## config.mk

```make
export PLATFORM = sky130hd
export DESIGN_NAME = emwc_core
export DESIGN_NICKNAME = d
export VERILOG_FILES = /design/src/logic/emwc_pkg.sv /design/src/logic/emwc_core.sv /design/src/logic/emwc_decide.sv
export VERILOG_INCLUDE_DIRS = /design/src /design/src/logic
export SDC_FILE = /design/constraint.sdc
export NUM_CORES = 1
export LEC_CHECK = 0
export BUFFER_PORTS_ARGS = -buffer_cell sky130_fd_sc_hd__buf_2
export CAP_MARGIN = 10
export CORE_MARGIN = 8
export CORE_UTILIZATION = 43
export CTS_CLUSTER_SIZE = 16
export DETAILED_ROUTE_END_ITERATION = 10
export MAX_ROUTING_LAYER = met4
export PLACE_DENSITY = 0.76
export SYNTH_ARGS = -nofsm -noshare
export SYNTH_HDL_FRONTEND = slang
export SYNTH_HIERARCHICAL = 1
export SYNTH_SLANG_ARGS = --single-unit
```

## constraint.sdc

```tcl
create_clock -name pclk -period 1.9 [get_ports pclk]
set_input_delay 0.38 -clock pclk [delete_from_list [all_inputs] [get_ports pclk]]
set_output_delay 0.38 -clock pclk [all_outputs]
set_load 0.02 [all_outputs]
```

## src/logic/emwc_regs.svh

```systemverilog
// Register offsets, field positions, reset values and frequency thresholds of the
// emulation memory wait controller. Included by the package only; the core imports the package.
`ifndef EMWC_REGS_SVH
`define EMWC_REGS_SVH

// ----------------------------------------------------------------------
// Register offsets (byte addresses on APB)
// ----------------------------------------------------------------------
`define EMWC_OFS_CTRL 12'h000
`define EMWC_OFS_DWC 12'h004
`define EMWC_OFS_AWC 12'h008
`define EMWC_OFS_BCC 12'h00c
`define EMWC_OFS_FREQ 12'h010
`define EMWC_OFS_STAT 12'h014
`define EMWC_OFS_ID 12'h018

// ----------------------------------------------------------------------
// Field positions and reset values
// ----------------------------------------------------------------------
`define EMWC_CTRL_MODE_LSB 0
`define EMWC_CTRL_WIDTH_BIT 2
`define EMWC_CTRL_MAP64_BIT 3
`define EMWC_CTRL_RST 32'h0000_0000
`define EMWC_DWC_RST 4'h7
`define EMWC_AWC_RST 2'h3
`define EMWC_BCC_RST 2'h3
`define EMWC_FREQ_RST 8'h0a

// ----------------------------------------------------------------------
// Frequency thresholds in MHz
// ----------------------------------------------------------------------
`define EMWC_FREQ_ONE_MHZ 8'h19
`define EMWC_FREQ_TWO_MHZ 8'h28

// Emulation memory upper bound in 64 MB mode
`define EMWC_MAP64_LIMIT 32'h0400_0000

// Arbitrary identification value
`define EMWC_ID_VALUE 32'h0000_5a01

`endif

```

## src/logic/emwc_pkg.sv

```systemverilog
// Types shared by the emulation memory wait controller files.
// Assumes the constants header is on the include path.
package emwc_pkg;

  `include "emwc_regs.svh"

  typedef enum logic [1:0] {
    EMWC_MODE_MASK,
    EMWC_MODE_ONE,
    EMWC_MODE_TARGET,
    EMWC_MODE_RSVD
  } emwc_mode_t;

  // Access request from the emulated processor bus
  typedef struct packed {
    logic valid;
    logic emu;
    logic [31:0] addr;
  } emwc_req_t;

  // Wait decision answered to the bus interface
  typedef struct packed {
    logic valid;
    logic emu_hit;
    logic [3:0] data_waits;
    logic [1:0] addr_waits;
    logic [1:0] idle_cycles;
    logic ext_wait_en;
  } emwc_ans_t;

endpackage : emwc_pkg

```

## src/logic/emwc_core.sv

```systemverilog
// Emulation memory wait, address wait and idle cycle controller with APB.
// Assumes pclk at 10 MHz and presetn asynchronous active low.
//
// Design decisions made here: the placing of the registers and the APB register port.
`timescale 1ns/10ps

module emwc_core
  import emwc_pkg::*;
#(
  parameter int ADDR_W = 12
)
(
  input wire logic pclk,
  input wire logic presetn,
  input wire logic psel,
  input wire logic penable,
  input wire logic pwrite,
  input wire logic [ADDR_W-1:0] paddr,
  input wire logic [31:0] pwdata,
  output logic [31:0] prdata,
  output logic pready,
  output logic pslverr,
  input wire logic [1:0] emulation_memory_wait_mask_select,
  input wire emwc_req_t req,
  output emwc_ans_t ans
);

  initial begin
    if (ADDR_W < 5) begin
      $error("ADDR_W too small for the register map");
    end
  end

  logic [3:0] ctrl_ff;
  logic [3:0] data_wait_config_ff;
  logic [1:0] address_wait_config_ff;
  logic [1:0] bcc_ff;
  logic [7:0] freq_ff;
  logic [1:0] mode_ff;
  logic [7:0] acc_cnt_ff;
  logic [7:0] map_err_cnt_ff;
  emwc_ans_t ans_ff;
  logic wr_en;
  logic rd_en;
  logic hit;
  logic [1:0] freq_waits;
  logic emu_ok;
  emwc_mode_t cur_mode;
  logic [3:0] d_w;
  logic [1:0] a_w;
  logic [1:0] i_c;
  logic ew;

  // ----------------------------------------------------------------------
  // APB decode
  // ----------------------------------------------------------------------
  function automatic logic known(input logic [ADDR_W-1:0] a);
    logic [11:0] b;
    b = 12'(a);
    known = (b == `EMWC_OFS_CTRL) || (b == `EMWC_OFS_DWC) ||
            (b == `EMWC_OFS_AWC) || (b == `EMWC_OFS_BCC) ||
            (b == `EMWC_OFS_FREQ) || (b == `EMWC_OFS_STAT) ||
            (b == `EMWC_OFS_ID);
  endfunction : known

  assign hit = known(paddr);
  assign pready = 1'b1;
  assign pslverr = psel && penable && !hit;
  assign wr_en = psel && penable && pwrite && hit;
  assign rd_en = psel && !penable && !pwrite;

  // ----------------------------------------------------------------------
  // Configuration registers
  // ----------------------------------------------------------------------
  always_ff @(posedge pclk or negedge presetn) begin
    if (!presetn) begin
      ctrl_ff <= 4'h0;
      data_wait_config_ff <= `EMWC_DWC_RST;
      address_wait_config_ff <= `EMWC_AWC_RST;
      bcc_ff <= `EMWC_BCC_RST;
      freq_ff <= `EMWC_FREQ_RST;
    end else if (wr_en) begin
      unique case (12'(paddr))
        `EMWC_OFS_CTRL: begin
          // Width bit only writes 1 (16 bit) or 0 (32 bit); no 8 bit code
          ctrl_ff <= {pwdata[`EMWC_CTRL_MAP64_BIT],
                      pwdata[`EMWC_CTRL_WIDTH_BIT], 2'h0};
        end
        `EMWC_OFS_DWC: data_wait_config_ff <= pwdata[3:0];
        `EMWC_OFS_AWC: address_wait_config_ff <= pwdata[1:0];
        `EMWC_OFS_BCC: bcc_ff <= pwdata[1:0];
        `EMWC_OFS_FREQ: freq_ff <= pwdata[7:0];
        default: begin
        end
      endcase
    end
  end

  // ----------------------------------------------------------------------
  // Read data
  // ----------------------------------------------------------------------
  always_ff @(posedge pclk or negedge presetn) begin
    if (!presetn) begin
      prdata <= 32'h0;
    end else if (rd_en) begin
      unique case (12'(paddr))
        `EMWC_OFS_CTRL: prdata <= {28'h0, ctrl_ff};
        `EMWC_OFS_DWC: prdata <= {28'h0, data_wait_config_ff};
        `EMWC_OFS_AWC: prdata <= {30'h0, address_wait_config_ff};
        `EMWC_OFS_BCC: prdata <= {30'h0, bcc_ff};
        `EMWC_OFS_FREQ: prdata <= {24'h0, freq_ff};
        `EMWC_OFS_STAT: prdata <= {14'h0, mode_ff, map_err_cnt_ff,
                                   acc_cnt_ff};
        `EMWC_OFS_ID: prdata <= `EMWC_ID_VALUE;
        default: prdata <= 32'h0;
      endcase
    end
  end

  // ----------------------------------------------------------------------
  // Frequency band
  // ----------------------------------------------------------------------
  always_comb begin
    if (freq_ff > `EMWC_FREQ_TWO_MHZ) begin
      freq_waits = 2'h2;
    end else if (freq_ff >= `EMWC_FREQ_ONE_MHZ) begin
      freq_waits = 2'h1;
    end else begin
      freq_waits = 2'h0;
    end
  end

  // ----------------------------------------------------------------------
  // Mode sampling and map limit
  // ----------------------------------------------------------------------
  assign emu_ok = req.emu && !(ctrl_ff[`EMWC_CTRL_MAP64_BIT] &&
                  (req.addr >= `EMWC_MAP64_LIMIT));
  assign cur_mode = emwc_mode_t'(emulation_memory_wait_mask_select);

  always_ff @(posedge pclk or negedge presetn) begin
    if (!presetn) begin
      mode_ff <= 2'h0;
    end else if (req.valid) begin
      mode_ff <= emulation_memory_wait_mask_select;
    end
  end

  emwc_decide u_decide (
    .mode(cur_mode),
    .freq_waits(freq_waits),
    .data_wait_config(data_wait_config_ff),
    .address_wait_config(address_wait_config_ff),
    .bcc(bcc_ff),
    .emu(emu_ok),
    .data_waits(d_w),
    .addr_waits(a_w),
    .idle_cycles(i_c),
    .ext_wait_en(ew)
  );

  // ----------------------------------------------------------------------
  // Registered answer, one cycle after the request
  // ----------------------------------------------------------------------
  always_ff @(posedge pclk or negedge presetn) begin
    if (!presetn) begin
      ans_ff <= '0;
    end else begin
      ans_ff.valid <= req.valid;
      ans_ff.emu_hit <= req.valid && emu_ok;
      ans_ff.data_waits <= d_w;
      ans_ff.addr_waits <= a_w;
      ans_ff.idle_cycles <= i_c;
      ans_ff.ext_wait_en <= ew;
    end
  end

  assign ans = ans_ff;

  // ----------------------------------------------------------------------
  // Status counters
  // ----------------------------------------------------------------------
  always_ff @(posedge pclk or negedge presetn) begin
    if (!presetn) begin
      acc_cnt_ff <= 8'h0;
      map_err_cnt_ff <= 8'h0;
    end else if (req.valid) begin
      acc_cnt_ff <= acc_cnt_ff + 8'h1;
      if (req.emu && !emu_ok) begin
        map_err_cnt_ff <= map_err_cnt_ff + 8'h1;
      end
    end
  end

  // ----------------------------------------------------------------------
  // Checks
  // ----------------------------------------------------------------------
  emu_addr_zero_a: assert property (@(posedge pclk) disable iff (!presetn)
    req.valid && emu_ok |=> ans.addr_waits == 2'h0 && !ans.ext_wait_en)
    else $error("emulation access got address waits");

  map_limit_a: assert property (@(posedge pclk) disable iff (!presetn)
    req.valid && ctrl_ff[3] && req.addr >= `EMWC_MAP64_LIMIT
    |=> !ans.emu_hit)
    else $error("emulation mapped above 64 MB limit");

  mask_data_a: assert property (@(posedge pclk) disable iff (!presetn)
    req.valid && emu_ok && cur_mode == EMWC_MODE_MASK
    |=> ans.data_waits == {2'h0, $past(freq_waits)})
    else $error("mask mode data waits wrong");

  one_data_a: assert property (@(posedge pclk) disable iff (!presetn)
    req.valid && emu_ok && cur_mode == EMWC_MODE_ONE
    |=> ans.data_waits == 4'h1 + {2'h0, $past(freq_waits)})
    else $error("one-wait mode data waits wrong");

  target_min_a: assert property (@(posedge pclk) disable iff (!presetn)
    req.valid && emu_ok && cur_mode == EMWC_MODE_TARGET
    |=> ans.data_waits != 4'h0)
    else $error("target mode gave zero waits");

  idle_zero_a: assert property (@(posedge pclk) disable iff (!presetn)
    req.valid && emu_ok && cur_mode != EMWC_MODE_TARGET
    |=> ans.idle_cycles == 2'h0)
    else $error("idle cycles in mask or one-wait mode");

  freq_band_a: assert property (@(posedge pclk) disable iff (!presetn)
    freq_ff > 8'h28 |-> freq_waits == 2'h2)
    else $error("frequency band above 40 MHz wrong");

  ext_mask_a: assert property (@(posedge pclk) disable iff (!presetn)
    req.valid && !req.emu && cur_mode == EMWC_MODE_MASK
    |=> !ans.ext_wait_en)
    else $error("wait pin not masked in mask mode");

  mode_sample_a: assert property (@(posedge pclk) disable iff (!presetn)
    req.valid |=> mode_ff == $past(emulation_memory_wait_mask_select))
    else $error("mode not sampled at access start");

endmodule : emwc_core

```

## src/logic/emwc_decide.sv

```systemverilog
// Combinational wait decision for one access.
// Assumes mode and configuration are stable while req.valid is high.
`timescale 1ns/10ps

module emwc_decide
  import emwc_pkg::*;
(
  input wire emwc_mode_t mode,
  input wire logic [1:0] freq_waits,
  input wire logic [3:0] data_wait_config,
  input wire logic [1:0] address_wait_config,
  input wire logic [1:0] bcc,
  input wire logic emu,
  output logic [3:0] data_waits,
  output logic [1:0] addr_waits,
  output logic [1:0] idle_cycles,
  output logic ext_wait_en
);

  logic [3:0] emu_data;

  // ----------------------------------------------------------------------
  // Emulation memory data waits
  // ----------------------------------------------------------------------
  always_comb begin
    unique case (mode)
      EMWC_MODE_MASK: emu_data = 4'h0;
      EMWC_MODE_ONE: emu_data = 4'h1;
      EMWC_MODE_TARGET: emu_data = (data_wait_config == 4'h0) ? 4'h1 : data_wait_config;
      default: emu_data = 4'h0;
    endcase
  end

  // ----------------------------------------------------------------------
  // Final selection
  // ----------------------------------------------------------------------
  always_comb begin
    if (emu) begin
      // Frequency floor added on top of the mode count
      data_waits = emu_data + {2'h0, freq_waits};
      addr_waits = 2'h0;
      idle_cycles = (mode == EMWC_MODE_TARGET) ? bcc : 2'h0;
      ext_wait_en = 1'b0;
    end else begin
      data_waits = data_wait_config;
      addr_waits = address_wait_config;
      idle_cycles = bcc;
      ext_wait_en = (mode != EMWC_MODE_MASK);
    end
  end

endmodule : emwc_decide

```

Word level (Yosys, flattened, before mapping)
Index checks and enable logic that the tools add are counted.
- register bits after elaboration: 79
- input bits: 85
- output and inout bits: 45
- add/subtract/negate cells: 3
- magnitude comparators: 3
- equal/unequal tests: 8
- multiplexer cells: 10
- reduce and logical (&&, ||, !) cells: 30
- operator list (operator ; count):
    18-bit one-hot mux with 7 select lines ; 1
    12-bit by 5-bit equality test with 1-bit output (second input constant) ; 3
    32-bit by 27-bit >= comparator with 1-bit output (second input constant) ; 1
    12-bit by 4-bit equality test with 1-bit output (second input constant) ; 2
    8-bit by 1-bit adder with 8-bit output (second input constant) ; 2
    12-bit by 3-bit equality test with 1-bit output (second input constant) ; 1
    12-bit logical NOT ; 1
    2-bit AND reduction ; 6
    1-bit logical AND ; 10
    8-bit by 5-bit >= comparator with 1-bit output (second input constant) ; 1
    8-bit by 6-bit greater-than comparator with 1-bit output (second input constant) ; 1
    2-bit two-way mux ; 4
    4-bit two-way mux ; 2
    4-bit one-hot mux with 2 select lines ; 1
    1-bit logical OR ; 6
    1-bit logical NOT ; 5
    4-bit by 2-bit adder with 4-bit output ; 1
    4-bit logical NOT ; 1
    2-bit by 1-bit equality test with 1-bit output (second input constant) ; 1
    2-bit equality test (second input constant) ; 1
    1-bit two-way mux ; 2
    2-bit nonzero test ; 1

Longest topological paths before layout
- word-level depth: 9
- depth in mapped cells: 9
- gate-level depth less buffers: 9

Modules after synthesis
Netlist, hierarchy kept.
- by module, submodules not included (module ; instances ; cells each ; area an instance (µm²) ; sequential area each (µm²)):
    emwc_core ; 1 ; 248 ; 2904.0 ; 1637.8
    emwc_decide ; 1 ; 33 ; 257.7 ; 0.0

Worst setup path before layout
No wires, ideal clock.
- path kind: input to register
- start point: input port paddr[9]
- end point: register freq_ff[0]
- library setup time: 0.125 ns
- arrival: 1.857 ns
- slack: -0.082 ns
- cell stages on the path: 5
- buffers on the path: 1
- path through: or4_1 -> nor3_2 -> and4b_1 -> buf_2 -> mux2_2
- cells in the longest elaborated chain, start to end: 9
- ends and longest elaborated chain (element ; line ; source):
    from (decl) ; emwc_core.sv:18 ; input wire logic [ADDR_W-1:0] paddr,
    12-bit by 3-bit equality test with 1-bit output or 12-bit logical NOT (tied branches) ; n/a ;
    1-bit logical OR (6 in series) ; emwc_core.sv:60 ; known = (b == `EMWC_OFS_CTRL) || (b == `EMWC_OFS_DWC) ||
    1-bit logical AND ; emwc_core.sv:69 ; assign wr_en = psel && penable && pwrite && hit;
    2-bit AND reduction (no line) (*) ; n/a ;
    to (signal assigned) ; emwc_core.sv:81 ; freq_ff <= `EMWC_FREQ_RST;
    to (signal assigned) ; emwc_core.sv:92 ; `EMWC_OFS_FREQ: freq_ff <= pwdata[7:0];
    to (decl) ; emwc_core.sv:38 ; logic [7:0] freq_ff;
Mark *: on every way between the ends. The rest lies on a longest branch, timed or not.
A chain may end at the register's enable or synchronous reset.

Worst setup path in the final report
- start point: register freq_ff[2]
- end point: register ans_ff, in the netlist ans[8]
- RTL lines (element ; line ; source):
    8-bit by 6-bit greater-than comparator with 1-bit output (no line) ; n/a ;
    2-bit two-way mux ; emwc_core.sv:124 ; if (freq_ff > `EMWC_FREQ_TWO_MHZ) begin
    net freq_waits[1] ; emwc_core.sv:46 ; logic [1:0] freq_waits;
    4-bit by 2-bit adder with 4-bit output ; emwc_decide.sv:40 ; data_waits = emu_data + {2'h0, freq_waits};
    4-bit two-way mux ; emwc_decide.sv:38 ; if (emu) begin
    net d_w[3] ; emwc_core.sv:49 ; logic [3:0] d_w;
    to (decl) ; emwc_core.sv:42 ; emwc_ans_t ans_ff;
The timed path passes the listed nets, and every way through them passes these cells.

==> report_table.html <==
<table>
<tr><th>Metric</th><th>Value</th></tr>
<tr><th colspan="2">Synth</th></tr>
<tr><td>Share of synthesized area occupied by flip-flops and latches</td><td>0.518</td></tr>
<tr><td>Most frequent cells after synthesis</td><td>56 x dfrtp_1, 37 x nand2_1, 23 x mux2_2, 15 x buf_4, 13 x o21ai_0</td></tr>
<tr><td>Warnings, synthesis</td><td>6</td></tr>
<tr><td>Mean area per synthesized cell</td><td>11.3 µm²</td></tr>
<tr><td>Most used DFF post-synth</td><td>dfrtp_1</td></tr>
<tr><td>Synthesis-stage register bit count</td><td>65</td></tr>
<tr><td>Number of synthesized flops with an enable pin</td><td>0</td></tr>
<tr><td>Unique cell type count in the Yosys netlist</td><td>49</td></tr>
<tr><td>Ys async rst share</td><td>1.00</td></tr>
<tr><td>Post-synthesis cell count</td><td>around 280</td></tr>
<tr><td>Share of the synthesized area in the top cell type</td><td>0.443</td></tr>
<tr><td>Top cells by area, synth</td><td>dfrtp_1 44%, mux2_2 8.2%, dfstp_2 7.5%, nand2_1 4.4%, buf_4 3.6%</td></tr>
<tr><td>Largest area contributor in the netlist</td><td>dfrtp_1</td></tr>
<tr><td>Library cell with the highest instance count after synthesis</td><td>dfrtp_1</td></tr>
<tr><td>Netlist area before placement</td><td>between 3000 and 4000 µm²</td></tr>
<tr><th colspan="2">Placement</th></tr>
<tr><td>IO Port Bufs</td><td>64</td></tr>
<tr><td>DP Area</td><td>approximately 3800 µm²</td></tr>
<tr><td>Routability congestion estimate</td><td>~0.82</td></tr>
<tr><td>HPWL after detailed placement</td><td>approximately 5600 µm</td></tr>
<tr><th colspan="2">Detailed routing</th></tr>
<tr><td>First-pass iteration count of the detailed router</td><td>6</td></tr>
<tr><td>Drt via density</td><td>5.04</td></tr>
<tr><td>Total vias in the final route</td><td>roughly 2400</td></tr>
<tr><td>Aggregate routed wire length</td><td>~7600 µm</td></tr>
<tr><td>Detailed router's first-iteration violation count</td><td>85</td></tr>
<tr><td>DRC violations left</td><td>0</td></tr>
<tr><td>Routed len/inst</td><td>15.8 µm</td></tr>
<tr><td>DRT antenna net count</td><td>0</td></tr>
<tr><th colspan="2">Clock network</th></tr>
<tr><td>Clock sink count</td><td>65</td></tr>
<tr><td>Source-to-sink clock delay at the later pin of the worst-skew pair</td><td>approximately 0.34 ns</td></tr>
<tr><td>TritonCTS buffer count</td><td>9</td></tr>
<tr><td>CTS hold repair buffers</td><td>0</td></tr>
<tr><td>Cell at the root of the clock tree</td><td>clkbuf_8</td></tr>
<tr><td>Register clock-pin slew on the reported worst setup and hold paths</td><td>roughly 0.07 ns</td></tr>
<tr><td>Number of levels the H-tree was split into</td><td>3</td></tr>
<tr><td>Maximum clock path buffer count</td><td>2</td></tr>
<tr><td>CTS tree</td><td>yes</td></tr>
<tr><th colspan="2">Global routing</th></tr>
<tr><td>Global-route congestion overflow total</td><td>0</td></tr>
<tr><td>Pin count of the biggest net entering global routing</td><td>66</td></tr>
<tr><td>GRT Util Overall</td><td>0.153</td></tr>
<tr><td>Global-route wire length before repair</td><td>11900 µm</td></tr>
<tr><td>Vias in the first global route</td><td>about 2400</td></tr>
<tr><td>Number of antenna violations at the first check in global routing</td><td>0</td></tr>
<tr><th colspan="2">Setup path</th></tr>
<tr><td>End of the worst register-to-register path</td><td>ans[8]$_DFF_PN0_</td></tr>
<tr><td>Delay of the slowest cell on the worst path</td><td>approximately 0.4 ns</td></tr>
<tr><td>Slowest cell on the critical path</td><td>dfrtp_1</td></tr>
<tr><td>Critical path endpoint category</td><td>flip-flop</td></tr>
<tr><td>CP required</td><td>between 2 and 2.5 ns</td></tr>
<tr><td>Depth of the most critical reg-to-reg path</td><td>8</td></tr>
<tr><td>CP Cell Sequence</td><td>o31a_1, o21ai_1, nand2_1, buf_4, ha_4, a21oi_4, o2111a_1, a221o_1</td></tr>
<tr><td>Worst Path Arrival</td><td>roughly 2.2 ns</td></tr>
<tr><td>Kind of critical path</td><td>flip-flop to flip-flop</td></tr>
<tr><td>Beginning of the worst register-to-register path</td><td>freq_ff[2]$_DFFE_PN0P_</td></tr>
<tr><td>Slack of the worst reg-to-reg path</td><td>-0.1 ns</td></tr>
<tr><td>Nature of the critical path startpoint</td><td>flip-flop</td></tr>
<tr><td>Critical Path Fanout Max</td><td>2</td></tr>
<tr><th colspan="2">Power</th></tr>
<tr><td>Worst IR drop on VDD</td><td>0.319 mV</td></tr>
<tr><td>Total power draw</td><td>approximately 0.0031 W</td></tr>
<tr><td>Static leakage</td><td>2.01 nW</td></tr>
<tr><td>Power density of the placed cells</td><td>a little under 800 nW/µm²</td></tr>
<tr><th colspan="2">STA</th></tr>
<tr><td>Relative max-transition margin</td><td>0.592</td></tr>
<tr><td>Crit path time final</td><td>approximately 2 ns</td></tr>
<tr><td>Maximum clock rate</td><td>501 MHz</td></tr>
<tr><td>RSZ-0062 raised after global routing</td><td>yes</td></tr>
<tr><td>Worst Clk Skew</td><td>between 0.008 and 0.009 ns</td></tr>
<tr><td>Hold violation total from the final report</td><td>0</td></tr>
<tr><td>Max-slew violations</td><td>0</td></tr>
<tr><td>Final TNS setup</td><td>-0.214 ns</td></tr>
<tr><td>Slack of the critical path</td><td>-0.0957 ns</td></tr>
<tr><td>Pin slew with the least headroom to its limit</td><td>~0.61 ns</td></tr>
<tr><td>Period utilization</td><td>1.05</td></tr>
<tr><td>Setup violators final</td><td>3</td></tr>
<tr><th colspan="2">Cells and area</th></tr>
<tr><td>Final standard cell utilization of the core</td><td>0.567</td></tr>
<tr><td>Final cell area excluding filler cells</td><td>4070 µm²</td></tr>
<tr><td>Share of cells above drive strength 1</td><td>0.421</td></tr>
<tr><td>Layout overhead on the synthesized area</td><td>28.6%</td></tr>
<tr><td>Number of nets in the layout</td><td>roughly 470</td></tr>
<tr><td>Diode count</td><td>0</td></tr>
<tr><th colspan="2">Floorplanning</th></tr>
<tr><td>Die Height</td><td>roughly 100 µm</td></tr>
<tr><td>Effective utilization at floorplan</td><td>0.441</td></tr>
<tr><td>Width of the chip</td><td>~100 µm</td></tr>
<tr><td>Core Rows</td><td>31</td></tr>
<tr><td>Number of top-level pins</td><td>130</td></tr>
<tr><td>Area enclosed by the die boundary</td><td>between 10000 and 15000 µm²</td></tr>
<tr><td>Core Area</td><td>7180 µm²</td></tr>
<tr><th colspan="2">Hold path</th></tr>
<tr><td>Type of the worst min-delay path</td><td>input pin to async pin</td></tr>
<tr><th colspan="2">Job</th></tr>
<tr><td>Number of max-cap violations</td><td>0</td></tr>
<tr><th colspan="2">Status</th></tr>
<tr><td>Outcome</td><td>finished with violations</td></tr>
<tr><td>Violations in the final reports</td><td>negative setup slack</td></tr>
</table>
-- flip-flops by register name (all words and copies together) (netlist names) --
name and cells:
prdata 18, ans 11, acc_cnt_ff 8, freq_ff 8, map_err_cnt_ff 8, data_wait_config_ff 4
address_wait_config_ff 2, bcc_ff 2, ctrl_ff 2, mode_ff 2
-- layout by cell type, fill, tap and decap left out, drive strengths merged, types with 3 or more instances in the layout --
master	count
buf	95
dfrtp	56
nand2	37
mux2	25
conb	15
o21ai	13
clkbuf	13
xnor2	10
inv	10
a21oi	10
dfstp	9
nor2	9
o31ai	7
ha	7
nand3	6
nand4	6
and2	4
mux2i	4
xor2	4
nor3	4
o21a	3
-- metrics by stage --
step                setup slack [ns]  hold slack, ns  std cells
finish                       -0.0957          0.0531        479
global route                  -0.177          0.0717        479
CTS                           -0.117          0.0618        478
detailed placement            -0.221           0.424        461
global placement              -0.214           0.415        461
floorplan                    -0.0448          0.0844        294
-- critical path, delay by kind of cell, from the launching register on --
kind / cells / cell delay [ns]
AOI/OAI and AO/OA: 5 / 0.97
adders and majority gates: 1 / 0.26
buffers and inverters: 1 / 0.16
DFF: 1 / 0.39
and+or+nand+nor: 1 / 0.09
-- kinds of logic after synthesis --
| kind of cell | share of synthesized area |
|---|---|
| muxes | 0.116 |
| AOI/OAI and AO/OA | 0.0910 |
| adders and majority gates | 0.0340 |
| buffers and inverters | 0.0598 |
| xor gates and xnor gates | 0.0388 |
| and+or+nand+nor | 0.140 |
| DFF | 0.518 |
| other | 0.00238 |
-- final cells by class --
type / instances / area (µm²)
clock buffer: 13 / 159
clock inverter: 3 / 40.0
fill: 581 / 3110
inverter: 10 / 37.5
multi-input combinational: 194 / 1470
sequential: 65 / 1640
tap: 99 / 124
timing repair buffer: 95 / 594
-- power breakdown --
part,switching [W],total (W),internal [W]
Combinational,0.000212,0.000387,0.000175
Clock,0.000505,0.00118,0.000674
Sequential,0.0000919,0.00156,0.00147
-- what timing repair did --
item,4_1_cts,5_1_grt
pin swaps,7,6
setup buffers,1,1
gates resized for setup,7,6
setup endpoints to repair,4,4
-- how the worst max path moves through the flow --
stage                                      start                     end  slack [ns]  cells after the start
after detailed placement                paddr[0]  freq_ff[0]$_DFFE_PN0P_       -0.22                      6
after CTS                 freq_ff[2]$_DFFE_PN0P_        ans[8]$_DFF_PN0_       -0.12                      9
after floorplan                         paddr[0]  freq_ff[0]$_DFFE_PN0P_       -0.04                      5
after global placement                  paddr[0]  freq_ff[5]$_DFFE_PN0P_       -0.21                      6
after global routing      freq_ff[2]$_DFFE_PN0P_        ans[8]$_DFF_PN0_       -0.18                      9
final                     freq_ff[2]$_DFFE_PN0P_        ans[8]$_DFF_PN0_        -0.1                      8
-- metal layers --
| metal | track usage | routed length, µm | vias to the layer above | share of wire |
|---|---|---|---|---|
| met4 | 0.0802 | 162 | 0 | 0.021 |
| met2 | 0.244 | 3820 | 75 | 0.51 |
| met5 | - | 0 | - | 0 |
| li1 | - | - | 1141 | - |
| met1 | 0.175 | 3100 | 1182 | 0.41 |
| met3 | 0.0378 | 466 | 14 | 0.062 |
(Power assumes the default switching activity.)
